==> src/verilog/snt_pkg.sv <==
/*
 * constants and carriers for the sideband event notice framer and its
 * packet timing guards.
 * assumes one reference clock at 40 MHz shared with the whole link.
 */
// Summary of operation
// send link notice on link mode change
// link notice: type 0x00, status, oem, checksum
// link words copy query response layout
// send config notice on entering initial state
// suppress config notice after reset command
// config notice: type 0x01 then checksum
// driver notice: type 0x02, status, checksum
// driver word bit0 running, rest reserved
// release outputs within 200 us after deselect
// drive outputs two clocks before packet
// reach initial state within 2 s
// start response within 50 ms
// controller tolerates 2 s silence after reset
// ignore requests at most 2 s after reset
// token wait no shorter than 32000 clocks
// one pending notice per type, sent when selected
`default_nettype none
package snt_pkg;
    ////////////////////////////////////////////////////////////////////////////////
    // clock and timing figures
    localparam longint CLK_HZ          = 40000000;
    localparam longint DESEL_HIZ_US    = 200;
    localparam longint DESEL_HIZ_CYC   = (DESEL_HIZ_US * CLK_HZ) / 1000000;
    localparam int     DRIVE_LEAD_CYC  = 2;
    localparam longint POWERUP_S       = 2;
    localparam longint POWERUP_CYC     = POWERUP_S * CLK_HZ;
    localparam longint RESP_MS         = 50;
    localparam longint RESP_CYC        = (RESP_MS * CLK_HZ) / 1000;
    localparam longint SYNC_RST_S      = 2;
    localparam longint SYNC_RST_CYC    = SYNC_RST_S * CLK_HZ;
    localparam int     TOKEN_WAIT_CYC  = 32000;
    ////////////////////////////////////////////////////////////////////////////////
    // notice layout
    localparam logic [7:0] TYPE_LINK   = 8'h00;
    localparam logic [7:0] TYPE_CFG    = 8'h01;
    localparam logic [7:0] TYPE_DRV    = 8'h02;
    localparam logic [3:0] LEN_LINK    = 4'h4;  // words after header: type, status, oem, sum
    localparam logic [3:0] LEN_CFG     = 4'h2;  // type, sum
    localparam logic [3:0] LEN_DRV     = 4'h3;  // type, status, sum
    localparam int         DRV_RUN_BIT = 0;
    localparam int         CNT_W       = 32;
    // link status words as returned by the query response
    typedef struct packed {
        logic [31:0] status;
        logic [31:0] oemStatus;
    } snt_link_t;
    // one payload word toward the serialiser
    typedef struct packed {
        logic        valid;
        logic        last;
        logic [31:0] data;
    } snt_word_t;
endpackage
`default_nettype wire

==> src/verilog/snt_notice.sv <==
/*
 * notice framer: queues link, config and driver notices, emits their payload
 * words (after the common header) and guards output-enable and reset timing.
 * assumes the header, checksum value and serialiser sit outside; the sink
 * takes a word when wordReady is high.
 */
`timescale 1ns/10ps
`default_nettype none
module snt_notice
    import snt_pkg::*;
#(
    parameter longint DESEL_CYC = DESEL_HIZ_CYC,
    parameter longint PWR_CYC   = POWERUP_CYC,
    parameter longint RESP_LIM  = RESP_CYC,
    parameter longint SRST_CYC  = SYNC_RST_CYC
) (
    input  wire logic        sys_clk,
    input  wire logic        rst_n,
    input  wire snt_link_t   linkNow,        // current link status words
    input  wire logic        drvRunning,     // host driver running level
    input  wire logic        enterInit,      // pulse: entering initial state
    input  wire logic        initByResetCmd, // level with enterInit: reset command cause
    input  wire logic        selected,       // package selected, may drive
    input  wire logic        deselDone,      // pulse: deselect response last bit sent
    input  wire logic        cmdDone,        // pulse: last bit of a command received
    input  wire logic        respStart,      // pulse: first bit of a response sent
    input  wire logic        rstRespDone,    // pulse: reset response last bit sent
    input  wire logic        tokenWait,      // level: waiting for a token
    input  wire logic        tokenSeen,      // pulse: token arrived
    input  wire logic [31:0] checksum,       // checksum for the current notice
    input  wire logic        wordReady,      // sink takes a word
    output snt_word_t        wordOut,        // payload word to the serialiser
    output logic             outEnable_n,    // low while outputs are driven
    output logic             ready,          // initial state reached, commands served
    output logic             ignoreReq,      // requests ignored after reset
    output logic             respLate,       // response limit exceeded
    output logic             tokenTimeout    // token wait expired
);
    ////////////////////////////////////////////////////////////////////////////////
    // state
    typedef enum logic [1:0] {S_IDLE, S_LEAD, S_SEND} snt_state_t;
    snt_state_t      state_q;           // framer state
    snt_link_t       linkPrev_q;        // last reported link words
    logic            drvPrev_q;         // last reported driver state
    logic [2:0]      pend_q;            // pending flags: drv, cfg, link
    logic [1:0]      cur_q;             // notice kind in flight
    logic [3:0]      idx_q;             // payload word index
    logic [1:0]      lead_q;            // drive lead counter
    logic            drive_q;           // outputs driven
    logic [CNT_W-1:0] hizCnt_q;         // deselect to release counter
    logic            hizRun_q;
    logic [CNT_W-1:0] pwrCnt_q;         // power-up counter
    logic [CNT_W-1:0] respCnt_q;        // response timer
    logic            respRun_q;
    logic [CNT_W-1:0] srstCnt_q;        // sync reset window
    logic [15:0]     tokCnt_q;          // token wait counter
    logic            linkChg;
    logic            drvChg;
    logic            cfgEv;
    logic            take;
    logic            lastWord;
    // payload word by kind and index
    function automatic logic [31:0] wordOf(input logic [1:0] k, input logic [3:0] i,
                                           input snt_link_t l, input logic d, input logic [31:0] s);
        logic [31:0] w;
        w = 32'h0;
        unique case (k)
            2'h0: begin
                // link layout order
                if (i == 4'h0) w = {24'h0, TYPE_LINK};
                else if (i == 4'h1) w = l.status;
                else if (i == 4'h2) w = l.oemStatus;
                else w = s;
            end
            2'h1: begin
                // config layout order
                w = (i == 4'h0) ? {24'h0, TYPE_CFG} : s;
            end
            default: begin
                // driver layout order
                if (i == 4'h0) w = {24'h0, TYPE_DRV};
                // running bit only
                else if (i == 4'h1) w = {31'h0, d};
                else w = s;
            end
        endcase
        return w;
    endfunction
    // payload length by kind
    function automatic logic [3:0] lenOf(input logic [1:0] k);
        return (k == 2'h0) ? LEN_LINK : ((k == 2'h1) ? LEN_CFG : LEN_DRV);
    endfunction
    ////////////////////////////////////////////////////////////////////////////////
    // event detection
    // link mode change
    assign linkChg  = (linkNow != linkPrev_q);
    assign drvChg   = (drvRunning != drvPrev_q);
    // reset command suppresses
    assign cfgEv    = enterInit && !initByResetCmd;
    assign take     = (state_q == S_SEND) && wordOut.valid && wordReady;  // only a word that stands
    assign lastWord = (idx_q == lenOf(cur_q) - 4'h1);
    // remember reported values; the snapshot is what the notice carries
    always_ff @(posedge sys_clk or negedge rst_n) begin
        if (!rst_n) begin
            linkPrev_q <= '0;
            drvPrev_q  <= 1'b0;
        end else if (state_q == S_IDLE) begin
            linkPrev_q <= linkNow;
            drvPrev_q  <= drvRunning;
        end
    end
    // pending flags, set wins over clear
    // one pending per type
    always_ff @(posedge sys_clk or negedge rst_n) begin
        if (!rst_n) begin
            pend_q <= 3'h0;
        end else begin
            for (int k = 0; k < 3; k++) begin
                if (take && lastWord && cur_q == k[1:0]) pend_q[k] <= 1'b0;
            end
            if (linkChg && state_q == S_IDLE) pend_q[0] <= 1'b1;
            // initial state entry
            if (cfgEv) pend_q[1] <= 1'b1;
            if (drvChg && state_q == S_IDLE) pend_q[2] <= 1'b1;
        end
    end
    ////////////////////////////////////////////////////////////////////////////////
    // framer state machine
    // two clock drive lead
    always_ff @(posedge sys_clk or negedge rst_n) begin
        if (!rst_n) begin
            state_q <= S_IDLE;
            cur_q   <= 2'h0;
            idx_q   <= 4'h0;
            lead_q  <= 2'h0;
        end else begin
            unique case (state_q)
                S_IDLE: begin
                    // only while selected
                    if (selected && ready && pend_q != 3'h0) begin
                        cur_q   <= pend_q[0] ? 2'h0 : (pend_q[1] ? 2'h1 : 2'h2);
                        idx_q   <= 4'h0;
                        lead_q  <= 2'h0;
                        state_q <= S_LEAD;
                    end
                end
                S_LEAD: begin
                    lead_q <= lead_q + 2'h1;
                    if (lead_q == 2'(DRIVE_LEAD_CYC - 1)) state_q <= S_SEND;
                end
                S_SEND: begin
                    if (take) begin
                        idx_q <= idx_q + 4'h1;
                        if (lastWord) state_q <= S_IDLE;
                    end
                end
            endcase
        end
    end
    // payload word register
    // link words passed unchanged
    always_ff @(posedge sys_clk or negedge rst_n) begin
        if (!rst_n) begin
            wordOut <= '0;
        end else begin
            wordOut.valid <= (state_q == S_SEND) && !(take && lastWord);
            wordOut.last  <= (state_q == S_SEND) && (take ? (idx_q + 4'h1 == lenOf(cur_q) - 4'h1) : lastWord);
            wordOut.data  <= wordOf(cur_q, take ? idx_q + 4'h1 : idx_q, linkPrev_q, drvPrev_q, checksum);
        end
    end
    ////////////////////////////////////////////////////////////////////////////////
    // output drive and deselect release
    // release after deselect
    always_ff @(posedge sys_clk or negedge rst_n) begin
        if (!rst_n) begin
            drive_q  <= 1'b0;
            hizRun_q <= 1'b0;
            hizCnt_q <= '0;
        end else begin
            if (deselDone) begin
                hizRun_q <= 1'b1;
                hizCnt_q <= '0;
            end else if (hizRun_q) begin
                hizCnt_q <= hizCnt_q + 1'b1;
                if (hizCnt_q == CNT_W'(DESEL_CYC - 2)) hizRun_q <= 1'b0;
            end
            if (deselDone || !selected || (hizRun_q && state_q == S_IDLE)) drive_q <= 1'b0;
            else if (state_q == S_LEAD) drive_q <= 1'b1;
        end
    end
    assign outEnable_n = !drive_q;
    ////////////////////////////////////////////////////////////////////////////////
    // power-up and reset windows, response and token timers
    // ready within 2 s
    always_ff @(posedge sys_clk or negedge rst_n) begin
        if (!rst_n) begin
            pwrCnt_q <= '0;
            ready    <= 1'b0;
        end else if (!ready) begin
            pwrCnt_q <= pwrCnt_q + 1'b1;
            if (pwrCnt_q == CNT_W'(PWR_CYC - 2)) ready <= 1'b1;
        end
    end
    // bounded ignore window
    always_ff @(posedge sys_clk or negedge rst_n) begin
        if (!rst_n) begin
            srstCnt_q <= '0;
            ignoreReq <= 1'b0;
        end else if (rstRespDone) begin
            srstCnt_q <= '0;
            ignoreReq <= 1'b1;
        end else if (ignoreReq) begin
            srstCnt_q <= srstCnt_q + 1'b1;
            if (srstCnt_q == CNT_W'(SRST_CYC - 2)) ignoreReq <= 1'b0;
        end
    end
    // response time watchdog
    always_ff @(posedge sys_clk or negedge rst_n) begin
        if (!rst_n) begin
            respCnt_q <= '0;
            respRun_q <= 1'b0;
            respLate  <= 1'b0;
        end else begin
            if (cmdDone) begin
                respRun_q <= 1'b1;
                respCnt_q <= '0;
            end else if (respStart) begin
                respRun_q <= 1'b0;
            end else if (respRun_q) begin
                respCnt_q <= respCnt_q + 1'b1;
            end
            respLate <= respRun_q && !respStart && (respCnt_q >= CNT_W'(RESP_LIM - 1));
        end
    end
    // token timeout floor
    always_ff @(posedge sys_clk or negedge rst_n) begin
        if (!rst_n) begin
            tokCnt_q     <= 16'h0;
            tokenTimeout <= 1'b0;
        end else if (!tokenWait || tokenSeen) begin
            tokCnt_q     <= 16'h0;
            tokenTimeout <= 1'b0;
        end else if (tokCnt_q != 16'(TOKEN_WAIT_CYC)) begin
            tokCnt_q <= tokCnt_q + 16'h1;
        end else begin
            tokenTimeout <= 1'b1;
        end
    end
endmodule
`default_nettype wire

==> config.mk <==
export PLATFORM = sky130hd
export DESIGN_NAME = snt_notice
export DESIGN_NICKNAME = d
export VERILOG_FILES = /design/src/verilog/snt_pkg.sv /design/src/verilog/snt_notice.sv
export SDC_FILE = /design/constraint.sdc
export NUM_CORES = 1
export LEC_CHECK = 0
export ABC_AREA = 1
export BUFFER_PORTS_ARGS = -buffer_cell sky130_fd_sc_hd__buf_2
export CORE_ASPECT_RATIO = 0.7
export CORE_MARGIN = 8
export CORE_UTILIZATION = 44
export CTS_CLUSTER_SIZE = 24
export DETAILED_ROUTE_END_ITERATION = 8
export PLACE_DENSITY_LB_ADDON = 0.12
export RECOVER_POWER = 100
export SKIP_CTS_REPAIR_TIMING = 1
export SLEW_MARGIN = 15
export SYNTH_ARGS = -nofsm -noshare
export SYNTH_HDL_FRONTEND = slang
export SYNTH_SLANG_ARGS = --single-unit
==> constraint.sdc <==
create_clock -name sys_clk -period 4.35 [get_ports sys_clk]
set_input_delay 0.435 -clock sys_clk [delete_from_list [all_inputs] [get_ports sys_clk]]
set_output_delay 0.435 -clock sys_clk [all_outputs]
set_load 0.05 [all_outputs]
== Word level (Yosys, flattened, before mapping) ==
Index checks and enable logic that the tools add are counted.
W data, S select, Z words.

* Equality and inequality tests: 21
* Muxes and demuxes: 51
* $add $sub $neg: 8
* Reductions and logical operators: 45
* Order comparisons: 1

{| class="wikitable"
|+ Operator list
! operator !! number
|-
| $mux W32 || 13
|-
| $add A32 B1 Y32 const B || 4
|-
| $eq A32 B27 Y1 const B || 2
|-
| $ne A64 B64 Y1 || 1
|-
| $pmux W32 S2 || 1
|-
| $eq A32 B13 Y1 const B || 1
|-
| $ge A32 B21 Y1 const B || 1
|-
| $mux W16 || 2
|-
| $mux W1 || 22
|-
| $reduce_bool A2 Y1 || 11
|-
| $add A16 B1 Y16 const B || 1
|-
| $logic_and A1 B1 Y1 || 16
|-
| $ne A16 B15 Y1 const B || 1
|-
| $mux W2 || 7
|-
| $ne A2 B2 Y1 const B || 6
|-
| $eq A4 B4 Y1 || 2
|-
| $mux W4 || 2
|-
| $pmux W4 S2 || 1
|-
| $reduce_and A2 Y1 || 4
|-
| $eq A2 B1 Y1 const B || 3
|-
| $logic_not A1 Y1 || 6
|-
| $pmux W2 S3 || 1
|-
| $add A4 B1 Y4 const B || 1
|-
| $eq A2 B2 Y1 const B || 2
|-
| 12 further kinds || 15
|}

* Bits of input ports: 109
* Register bits: 263
* Word-level logic and storage cells: 151
* Output and inout port bits: 39

== Longest topological paths before layout ==
Gate-level depths: netlist (run 1).

* Depth after elaboration: 9
* Depth in mapped cells: 16
* Depth with buffers taken out: 14

== Worst setup path before layout (run 1) ==
OpenSTA, ideal clock, no wires.

* Path type: register -> register
* From: reg wordOut[33] (netlist bit)
* To: reg wordOut[12] (netlist bit)
* Path slack: 2,387 ps
* Period minus slack after synthesis: 1,963 ps
* Buffers on the path: 2
* Arrival time: 1,846 ps
* Library setup time: 116 ps
* Required time: 4,234 ps
* Cell stages (with the launch flop): 12
* Path through: dfrtp_1 -> nand3_4 -> nand2_2 -> nand2_2 -> nor2_4 -> nand3_2 -> buf_6 -> nand4_2 -> o21ai_2 -> buf_4 -> nand2_1 -> nand2_1

* Longest elaborated chain between the ends: 8
* Elaborated cells between the ends (all ways): 13
* Classes of those cells: eq/ne (2); mux (8); reduce/logical (3)

{| class="wikitable"
|+ Ends and longest elaborated chain
! what !! RTL line !! source
|-
| start: declaration || snt_notice.sv:32 || <nowiki>output snt_word_t wordOut,</nowiki>
|-
| $logic_and A1 B1 Y1 * (2 in a row) || snt_notice.sv:100 || <nowiki>assign take = (state_q == S_SEND) && wordOut.valid && wordReady;</nowiki>
|-
| $mux W4 * || snt_notice.sv:168 || <nowiki>wordOut.data <= wordOf(cur_q, take ? idx_q + 4'h1 : idx_q, linkPrev_q, drvPrev_q, checksum);</nowiki>
|-
| $eq A4 B2 Y1 || snt_notice.sv:72 || <nowiki>else if (i == 4'h2) w = l.oemStatus;</nowiki>
|-
| $mux W32 || snt_notice.sv:72 ||
|-
| $mux W32 || snt_notice.sv:71 || <nowiki>else if (i == 4'h1) w = l.status;</nowiki>
|-
| $mux W32 || snt_notice.sv:70 || <nowiki>if (i == 4'h0) w = {24'h0, TYPE_LINK};</nowiki>
|-
| $pmux W32 S2 * || snt_notice.sv:67 || <nowiki>unique case (k)</nowiki>
|}

Mark *: on every way between the ends. The rest lies on a longest branch, timed or not.
A chain may end at the register's enable or synchronous reset.

== Final worst setup path (run 1) ==
* From: reg state_q[0]
* To: reg wordOut[12] (netlist bit)

* Longest elaborated chain between the ends: 9
* Elaborated cells between the ends (all ways): 14
* Classes of those cells: eq/ne (3); mux (8); reduce/logical (3)

{| class="wikitable"
|+ Ends and longest elaborated chain
! what !! RTL line !! source
|-
| start: declaration || snt_notice.sv:42 || <nowiki>snt_state_t state_q;</nowiki>
|-
| start signal: assignment || snt_notice.sv:132 || <nowiki>state_q <= S_IDLE;</nowiki>
|-
| start signal: assignment || snt_notice.sv:144 || <nowiki>state_q <= S_LEAD;</nowiki>
|-
| start signal: assignment || snt_notice.sv:149 || <nowiki>if (lead_q == 2'(DRIVE_LEAD_CYC - 1)) state_q <= S_SEND;</nowiki>
|-
| $eq A2 B2 Y1 * || snt_notice.sv:100 ||
|-
| $logic_and A1 B1 Y1 * (2 in a row) || snt_notice.sv:100 ||
|-
| $mux W4 * || snt_notice.sv:168 ||
|-
| $eq A4 B2 Y1 || snt_notice.sv:72 ||
|-
| $mux W32 || snt_notice.sv:72 ||
|-
| $mux W32 || snt_notice.sv:71 ||
|-
| $mux W32 || snt_notice.sv:70 ||
|-
| $pmux W32 S2 * || snt_notice.sv:67 ||
|}

Marks and branches as above.

==> results of run 1 <==
placed cells by master (no fill, tap or decap), drive strengths merged, types with 3 or more instances in the layout:
cell	synthesis	final
a21o	3	3
a31oi	7	7
buf	25	110
o22ai	10	10
bufinv	0	4
clkbuf	35	84
nor3	64	64
xnor2	75	75
ha	14	14
nand3b	3	3
xor2	23	23
nand2	561	561
nand3	97	97
o21ai	139	139
a21oi	79	79
or2	3	3
o31ai	4	4
clkinv	2	8
inv	235	235
a211oi	4	4
nor3b	9	9
nand4	106	106
o21a	3	3
nor2	188	188
nor4	23	23
dfrtp	263	263
o211ai	3	3
kinds of logic (layout without fill, tap and decap cells):
group,after synthesis,after routing
compound gates,259,259
xor+xnor,98,98
simple gates,1056,1056
flops,263,263
other cells,0,2
buf+inv,297,443
fa+ha+maj,14,14
per-layer routing:
layer	up-vias	wire length, µm	part of all wire [%]	track usage, %
met5	-	53	0.12	0
met4	8	971	2.3	5.23
met3	77	3100	7.3	4.57
met2	493	17200	40	28.9
met1	6393	21300	50	31.7
li1	6750	-	-	-
state kept, by name (all words and copies together), names as in the netlist:
| name | cells |
|---|---|
| drive_q | 1 |
| tokenTimeout | 1 |
| state_q | 2 |
| srstCnt_q | 32 |
| pwrCnt_q | 32 |
| ready | 1 |
| hizCnt_q | 32 |
| respCnt_q | 32 |
| respLate | 1 |
| wordOut | 34 |
| ignoreReq | 1 |
| hizRun_q | 1 |
| drvPrev_q | 1 |
| idx_q | 4 |
| tokCnt_q | 16 |
| lead_q | 2 |
| linkPrev_q | 64 |
| pend_q | 3 |
| respRun_q | 1 |
| cur_q | 2 |
worst max-delay path, delay by kind of cell, from the launching register on:
kind / cells / cell delay, ns
and+or+nand+nor: 8 / 2.28
adders and majority gates: 1 / 0.34
DFF: 1 / 0.40
buffers and inverters: 2 / 0.34
worst paths after layout:
check / cells past startpoint / slack, ns / start / endpoint
max: 11 / 0.86 / state_q[0] / wordOut[12]
max reg2reg: 11 / 0.86 / state_q[0] / wordOut[12]
max in group asynchronous: 1 / 1.73 / rst_n / linkPrev_q[4]
min reg2reg: 1 / 0.48 / pwrCnt_q[3] / pwrCnt_q[3]
min: 2 / 0.08 / initByResetCmd / pend_q[1]
min in group asynchronous: 1 / 0.81 / rst_n / srstCnt_q[8]
per-stage QoR:
step	instance area (µm²)	utilization (%)	worst slack, ns
finish	16800	50.4	0.863
global route	16800	50.4	0.462
CTS	17000	50.9	1.24
detailed placement	16000	47.9	1.25
global placement	16000	47.9	1.35
floorplan	14900	-	2.39
layout make-up:
type / count / area [µm²] / area share (%)
Tap cell: 435 / 544 / 3.23
Clock buffer: 40 / 847 / 5.03
Antenna cell: 2 / 5.00 / 0.0297
Inverter: 237 / 890 / 5.28
Timing Repair Buffer: 154 / 756 / 4.49
Multi-Input combinational cell: 1427 / 7060 / 41.9
Sequential cell: 263 / 6580 / 39.1
Clock inverter: 12 / 165 / 0.980
where the power goes:
part	total [mW]	leakage, nW	switching (mW)	internal [mW]
clock	2.61	0.499	1.03	1.59
combinational	0.346	3.92	0.216	0.130
sequential	2.55	3.46	0.0499	2.50
total	5.50	7.88	1.29	4.21
==> metrics, run 1 <==
status finished, violations left; violated checks capacitance limit, slew limit; NumNets Final 2234; Die X 236 µm; worst path arrival time 3.93 ns; total gr overflow 0; startpoint types flop; Total Routing Usage GR 20.7%; layout cells sized above 1 8.67%; Post-Syn Instances 1987; die area 0.0402 mm²; drt wl/cell 16.6 µm; Setup Skew 0.0170 ns; Yosys reg bits 263; worst slew pin tran 3.03 ns; Final GP Congestion 0.893; Vias/cell 5.34; Root Buffer clkbuf_16; largest cells by area after synthesis dfrtp_1, nand2_1, inv_1; count leader, synth nand2_1; via count 13721; Slowest cell on crit path nand4_1; Post-Syn Area 0.0149 mm²; post-synth top area cell dfrtp_1; post-synthesis xor/xnor area fraction 5.75%; htree depth 1; Final Non-Filler Cells 2570; Peak supply drop 288 µV; Clk Latency, worst-skew pair 0.56 ns; post-route antenna net violation count 0; DRT Wirelength 42.6 mm; number of synthesized flops with an enable pin 0; top_reg_cell synth dfrtp_1; Hold Violations, Final 0; fillcell total 3343; initial antenna violation count 5; Worst-path clk slew 0.06 ns; die height 170 µm; num rows 56; commonest cells in the synthesized netlist nand2_1, dfrtp_1, inv_1; CTS tree yes; CP peak stage delay 0.93 ns; Seq/Total Area, Yosys 44.1%; Synth Net Count 2110; Pre-antenna DRT Iters 7; largest net degree at the start of global routing 117; worst-path fanout max 34; port bufs 147; Tmin final 3.49 ns; Pwr Density 327 mW/mm²; Post-Syn Area per Cell 7.51 µm²; Synth cell types 49; min-delay worst type input pin to flop; endpoint class of the critical path flop; final setup vio count 0; Rel. slew slack -102%; Setup TNS Final 0 ns; maximum root-to-sink buffer count 3; Clock Sinks 263; Max Slew Vio Count 253; Adder-Cell Fraction of Synth Area 1.17%; max-cap violations 3; Final period util 80.2%; global-route wire length before repair 68.2 mm; Initial DRC Count 1419; io pins 148; main combinational cell family by area after synthesis simple AND/OR/NAND/NOR gates; Max Clk Rate 287 MHz; ys async rst share 100%; worst setup path class flop to flop; placed insts 2516; HPWL after detailed placement 31.7 mm; synthesis-to-finish area growth 12.9%; required time worst endpoint 4.79 ns; total power 5.50 mW; CP most frequent cell nand2_1; worst path cell trace inv_1 -> ha_1 -> nand2_1 -> nor2_1 -> nand3_2 -> nand2_2 -> nand4_1 -> nand2_1 -> inv_1 -> nand2_1 -> nand2_1; worst hold slack 0.0831 ns; core area 0.0334 mm²; yosys warns 0; residual DRC count 0; Initial Util 44.6%; cts bufs inserted 28; Pleak 7.88 nW; fraction of synthesized area in multiplexers 0%; post-synth top area share 44.1%; RSZ-0062 raised after global routing no; post-synthesis compound-gate area fraction 9.28%; number of global-route vias before repair 12713; simple-gate share of the synthesized area 31.7%
Note: power is estimated with default switching activity, not from simulation.
==> run 2: changes to the inputs <==
ABC_AREA = 0   (was 1)
clock period = 3.4 ns   (was 4.35 ns; I/O delays follow)
==> run 2 against run 1 <==
The flow still finishes with violations (capacitance limit, slew limit). Non-clock buffer count is 14 higher. Area after synthesis is 10% lower. Worst hold slack worse by 0.069 ns. Wire length is 18% lower. Synthesized cell count is 32% lower. Core utilization is 1.0 points higher. Sequential power is 65% higher. Die area is 9.4% lower. Combinational power grew to 8.4 times the previous value. Final cell count is 25% lower. Power is 89% higher. Global-route usage is 1.6 points lower. Critical endpoint is now wordOut[14]. Largest cell class is now sequential cells.
==> metrics, run 2 <==
global-route wire length before repair 56.5 mm (-17%); placed insts 1860 (-26%); Regs by FF count linkPrev_q: 64 flops, wordOut: 34 flops; Clk Latency, worst-skew pair 0.56 ns (about the same); worst r2r src state_q[0]; die area 0.0364 mm² (-9.4%); r2r worst-path depth 10 (-1); Setup Skew 0.0146 ns (-0.00245 ns); most frequent cells in the layout dfrtp_1, nor2_1, o21ai_0; Synth cell types 70 (+43%); count leader, synth dfrtp_1; Setup TNS Final 0 ns (unchanged); max-cap violations 1 (-2); sw frac 34.8% (+11 points); Pwr Density 676 mW/mm² (+110%); Slowest cell on crit path clkbuf_2; Pre-antenna DRT Iters 5 (-2); core area 0.0300 mm² (-10%); post-route antenna net violation count 0 (unchanged); startpoint types flop; total gr overflow 0 (unchanged); P_sw 3.62 mW (+180%); cell family with most CP delay compound AO/OA/AOI/OAI gates; cell-internal power 6.79 mW (+61%); most flop-heavy register linkPrev_q; Synth Net Count 1474 (-30%); violated checks capacitance limit, slew limit; Max Clk Rate 341 MHz (+19%); most common cell after layout, fill and taps aside dfrtp_1; cts bufs inserted 28 (unchanged); Tmin final 2.94 ns (-0.550 ns); Adder-Cell Fraction of Synth Area 1.31% (+0.13 points); fraction of synthesized area in multiplexers 3.20% (+3.2 points); post-synthesis compound-gate area fraction 11.6% (+2.3 points); number of global-route vias before repair 10096 (-21%); RSZ-0062 raised after global routing no; number of synthesized flops with an enable pin 0 (unchanged); main combinational cell family by area after synthesis simple AND/OR/NAND/NOR gates; drt wl/cell 18.2 µm (+9.8%); Final GP Congestion 0.800 (-10%); worst hold slack 0.0136 ns (-0.0695 ns); Final period util 86.4% (+6.2 points); CP most frequent cell o21ai_0; residual DRC count 0 (unchanged); worst-path fanout max 17 (-50%); post-synth top area cell dfrtp_1; status finished, violations left; simple-gate share of the synthesized area 18.3% (-13 points); top_reg_cell synth dfrtp_1; final setup vio count 0 (unchanged); Clock Sinks 263 (unchanged); Hold Violations, Final 0 (unchanged); CTS tree yes; num rows 53 (-5.4%); clock power share 31.9% (-16 points); Final Non-Filler Cells 1916 (-25%); via count 10316 (-25%); Initial Util 44.7% (about the same); largest net degree at the start of global routing 79 (-32%); hold_sp initByResetCmd; Die X 225 µm (-4.9%); worst path arrival time 3.41 ns (-0.52 ns); worst setup path class flop to flop; port bufs 147 (unchanged); commonest cells in the synthesized netlist dfrtp_1, nor2_1, o21ai_0; WP buf/inv 3 (+1); fillcell total 2833 (-15%); Comb power frac 27.7% (+21 points); min-delay worst type input pin to flop; Worst-path clk slew 0.06 ns (about the same); required time worst endpoint 3.87 ns (-0.92 ns); DRT Wirelength 34.9 mm (-18%); post-synthesis xor/xnor area fraction 12.4% (+6.7 points); Peak supply drop 526 µV (+83%); Post-Syn Area per Cell 9.91 µm² (+32%); ys async rst share 100% (unchanged); Seq/Total Area, Yosys 49.1% (+5.0 points); die height 162 µm (-4.8%); Rel. slew slack -25.5% (+77 points); endpoint class of the critical path flop; FF-to-FF End wordOut[14]; worst path cell trace inv_1 -> ha_1 -> and3_1 -> nor3_1 -> a31o_1 -> buf_4 -> a221oi_1 -> clkbuf_2 -> o21ai_0 -> o21ai_0; io pins 148 (unchanged); Post-Syn Area 0.0134 mm² (-10%); HPWL after detailed placement 24.6 mm (-22%); initial antenna violation count 9 (+4); largest cells by area after synthesis dfrtp_1, xor2_1, xnor2_1; Total Routing Usage GR 19.1% (-1.6 points); htree depth 1 (unchanged); Hold EP pend_q[1]; Max Slew Vio Count 68 (-73%); Post-Syn Instances 1351 (-32%); layout cells sized above 1 14.4% (+5.7 points); sequential power share 40.3% (-5.9 points); R2R Setup Slk 0.46 ns (-0.40 ns); yosys warns 0 (unchanged); Vias/cell 5.38 (+0.85%); maximum root-to-sink buffer count 3 (unchanged); synthesis-to-finish area growth 15.0%; NumNets Final 1602 (-28%); hold path cells 2 (unchanged); Initial DRC Count 824 (-42%); post-synth top area share 49.1% (+5.0 points); worst slew pin tran 1.88 ns (-1.15 ns); Pleak 6.65 nW (-16%); Yosys reg bits 263 (unchanged); max FFs per register 64 (unchanged); Root Buffer clkbuf_16; CP peak stage delay 0.44 ns (-0.49 ns)
[run 2: cell types whose count changed in the layout (fill, tap and decap cells not counted), moves of 51 or more]
| cell | previous run | this run |
|---|---|---|
| xor2_1 | 23 | 109 |
| nand4_1 | 105 | 43 |
| nand2_1 | 553 | 102 |
| inv_1 | 234 | 63 |
| nor3_1 | 63 | 12 |
| a21oi_1 | 79 | 22 |
| nor2_1 | 184 | 132 |
[run 2: metrics by stage]
step                power [mW]  area, µm²  setup WS [ns]  utilization (%)
finish                    10.4      15400          0.463             51.4
global placement          7.15      14600          0.715             48.6
floorplan                 6.22      13400           1.11                -
CTS                       10.6      15600          0.536             52.0
detailed placement        7.20      14600          0.558             48.6
global route              11.0      15400          0.129             51.4
[run 2: logic make-up after synthesis]
kind of cell / Yosys count
XOR/XNOR: 189
AND/OR/NAND/NOR: 471
adder cells (fa/ha/maj): 14
multiplexers: 38
AO/OA/AOI/OAI: 243
buffers and inverters: 133
flip-flops: 263
[run 2: final cells by class]
class                      count  area [µm²]  share of cell area (%)
timing repair buffer         168         865                    5.61
tap                          412         515                    3.35
inverter                      63         236                    1.53
clock inverter                13         194                    1.26
clock buffer                  39         813                    5.28
antenna                        3        7.51                  0.0487
sequential                   263        6580                    42.7
multi-input combinational    955        6200                    40.2
[run 2: per-layer routing]
layer | vias to the layer above | wire [µm] | track usage (%)
met1 | 4997 | 17100 | 28.4
met4 | 10 | 719 | 4.39
li1 | 4995 | - | -
met3 | 65 | 2420 | 5.03
met5 | - | 59 | 0
met2 | 249 | 14700 | 27.2
[run 2: power groups by stage]
stage	clock (mW)	sequential (mW)	combinational, mW
final	3.33	4.20	2.89
after global routing	3.55	4.27	3.18
after CTS	3.41	4.20	2.97
after detailed placement	0	4.24	2.96
after global placement	0	4.24	2.91
after floorplan	0	4.51	1.71
[run 2: how the worst max path moves through the flow]
stage,startpoint,to,depth (start not counted),slack [ns]
6_report,state_q[0],wordOut[14],10,0.46
5_1_grt,state_q[0],wordOut[14],10,0.13
4_1_cts,state_q[0],wordOut[23],8,0.54
3_5_place_dp,state_q[0],wordOut[31],8,0.56
3_3_place_gp,state_q[0],wordOut[16],8,0.71
2_1_floorplan,ignoreReq,srstCnt_q[31],6,1.11
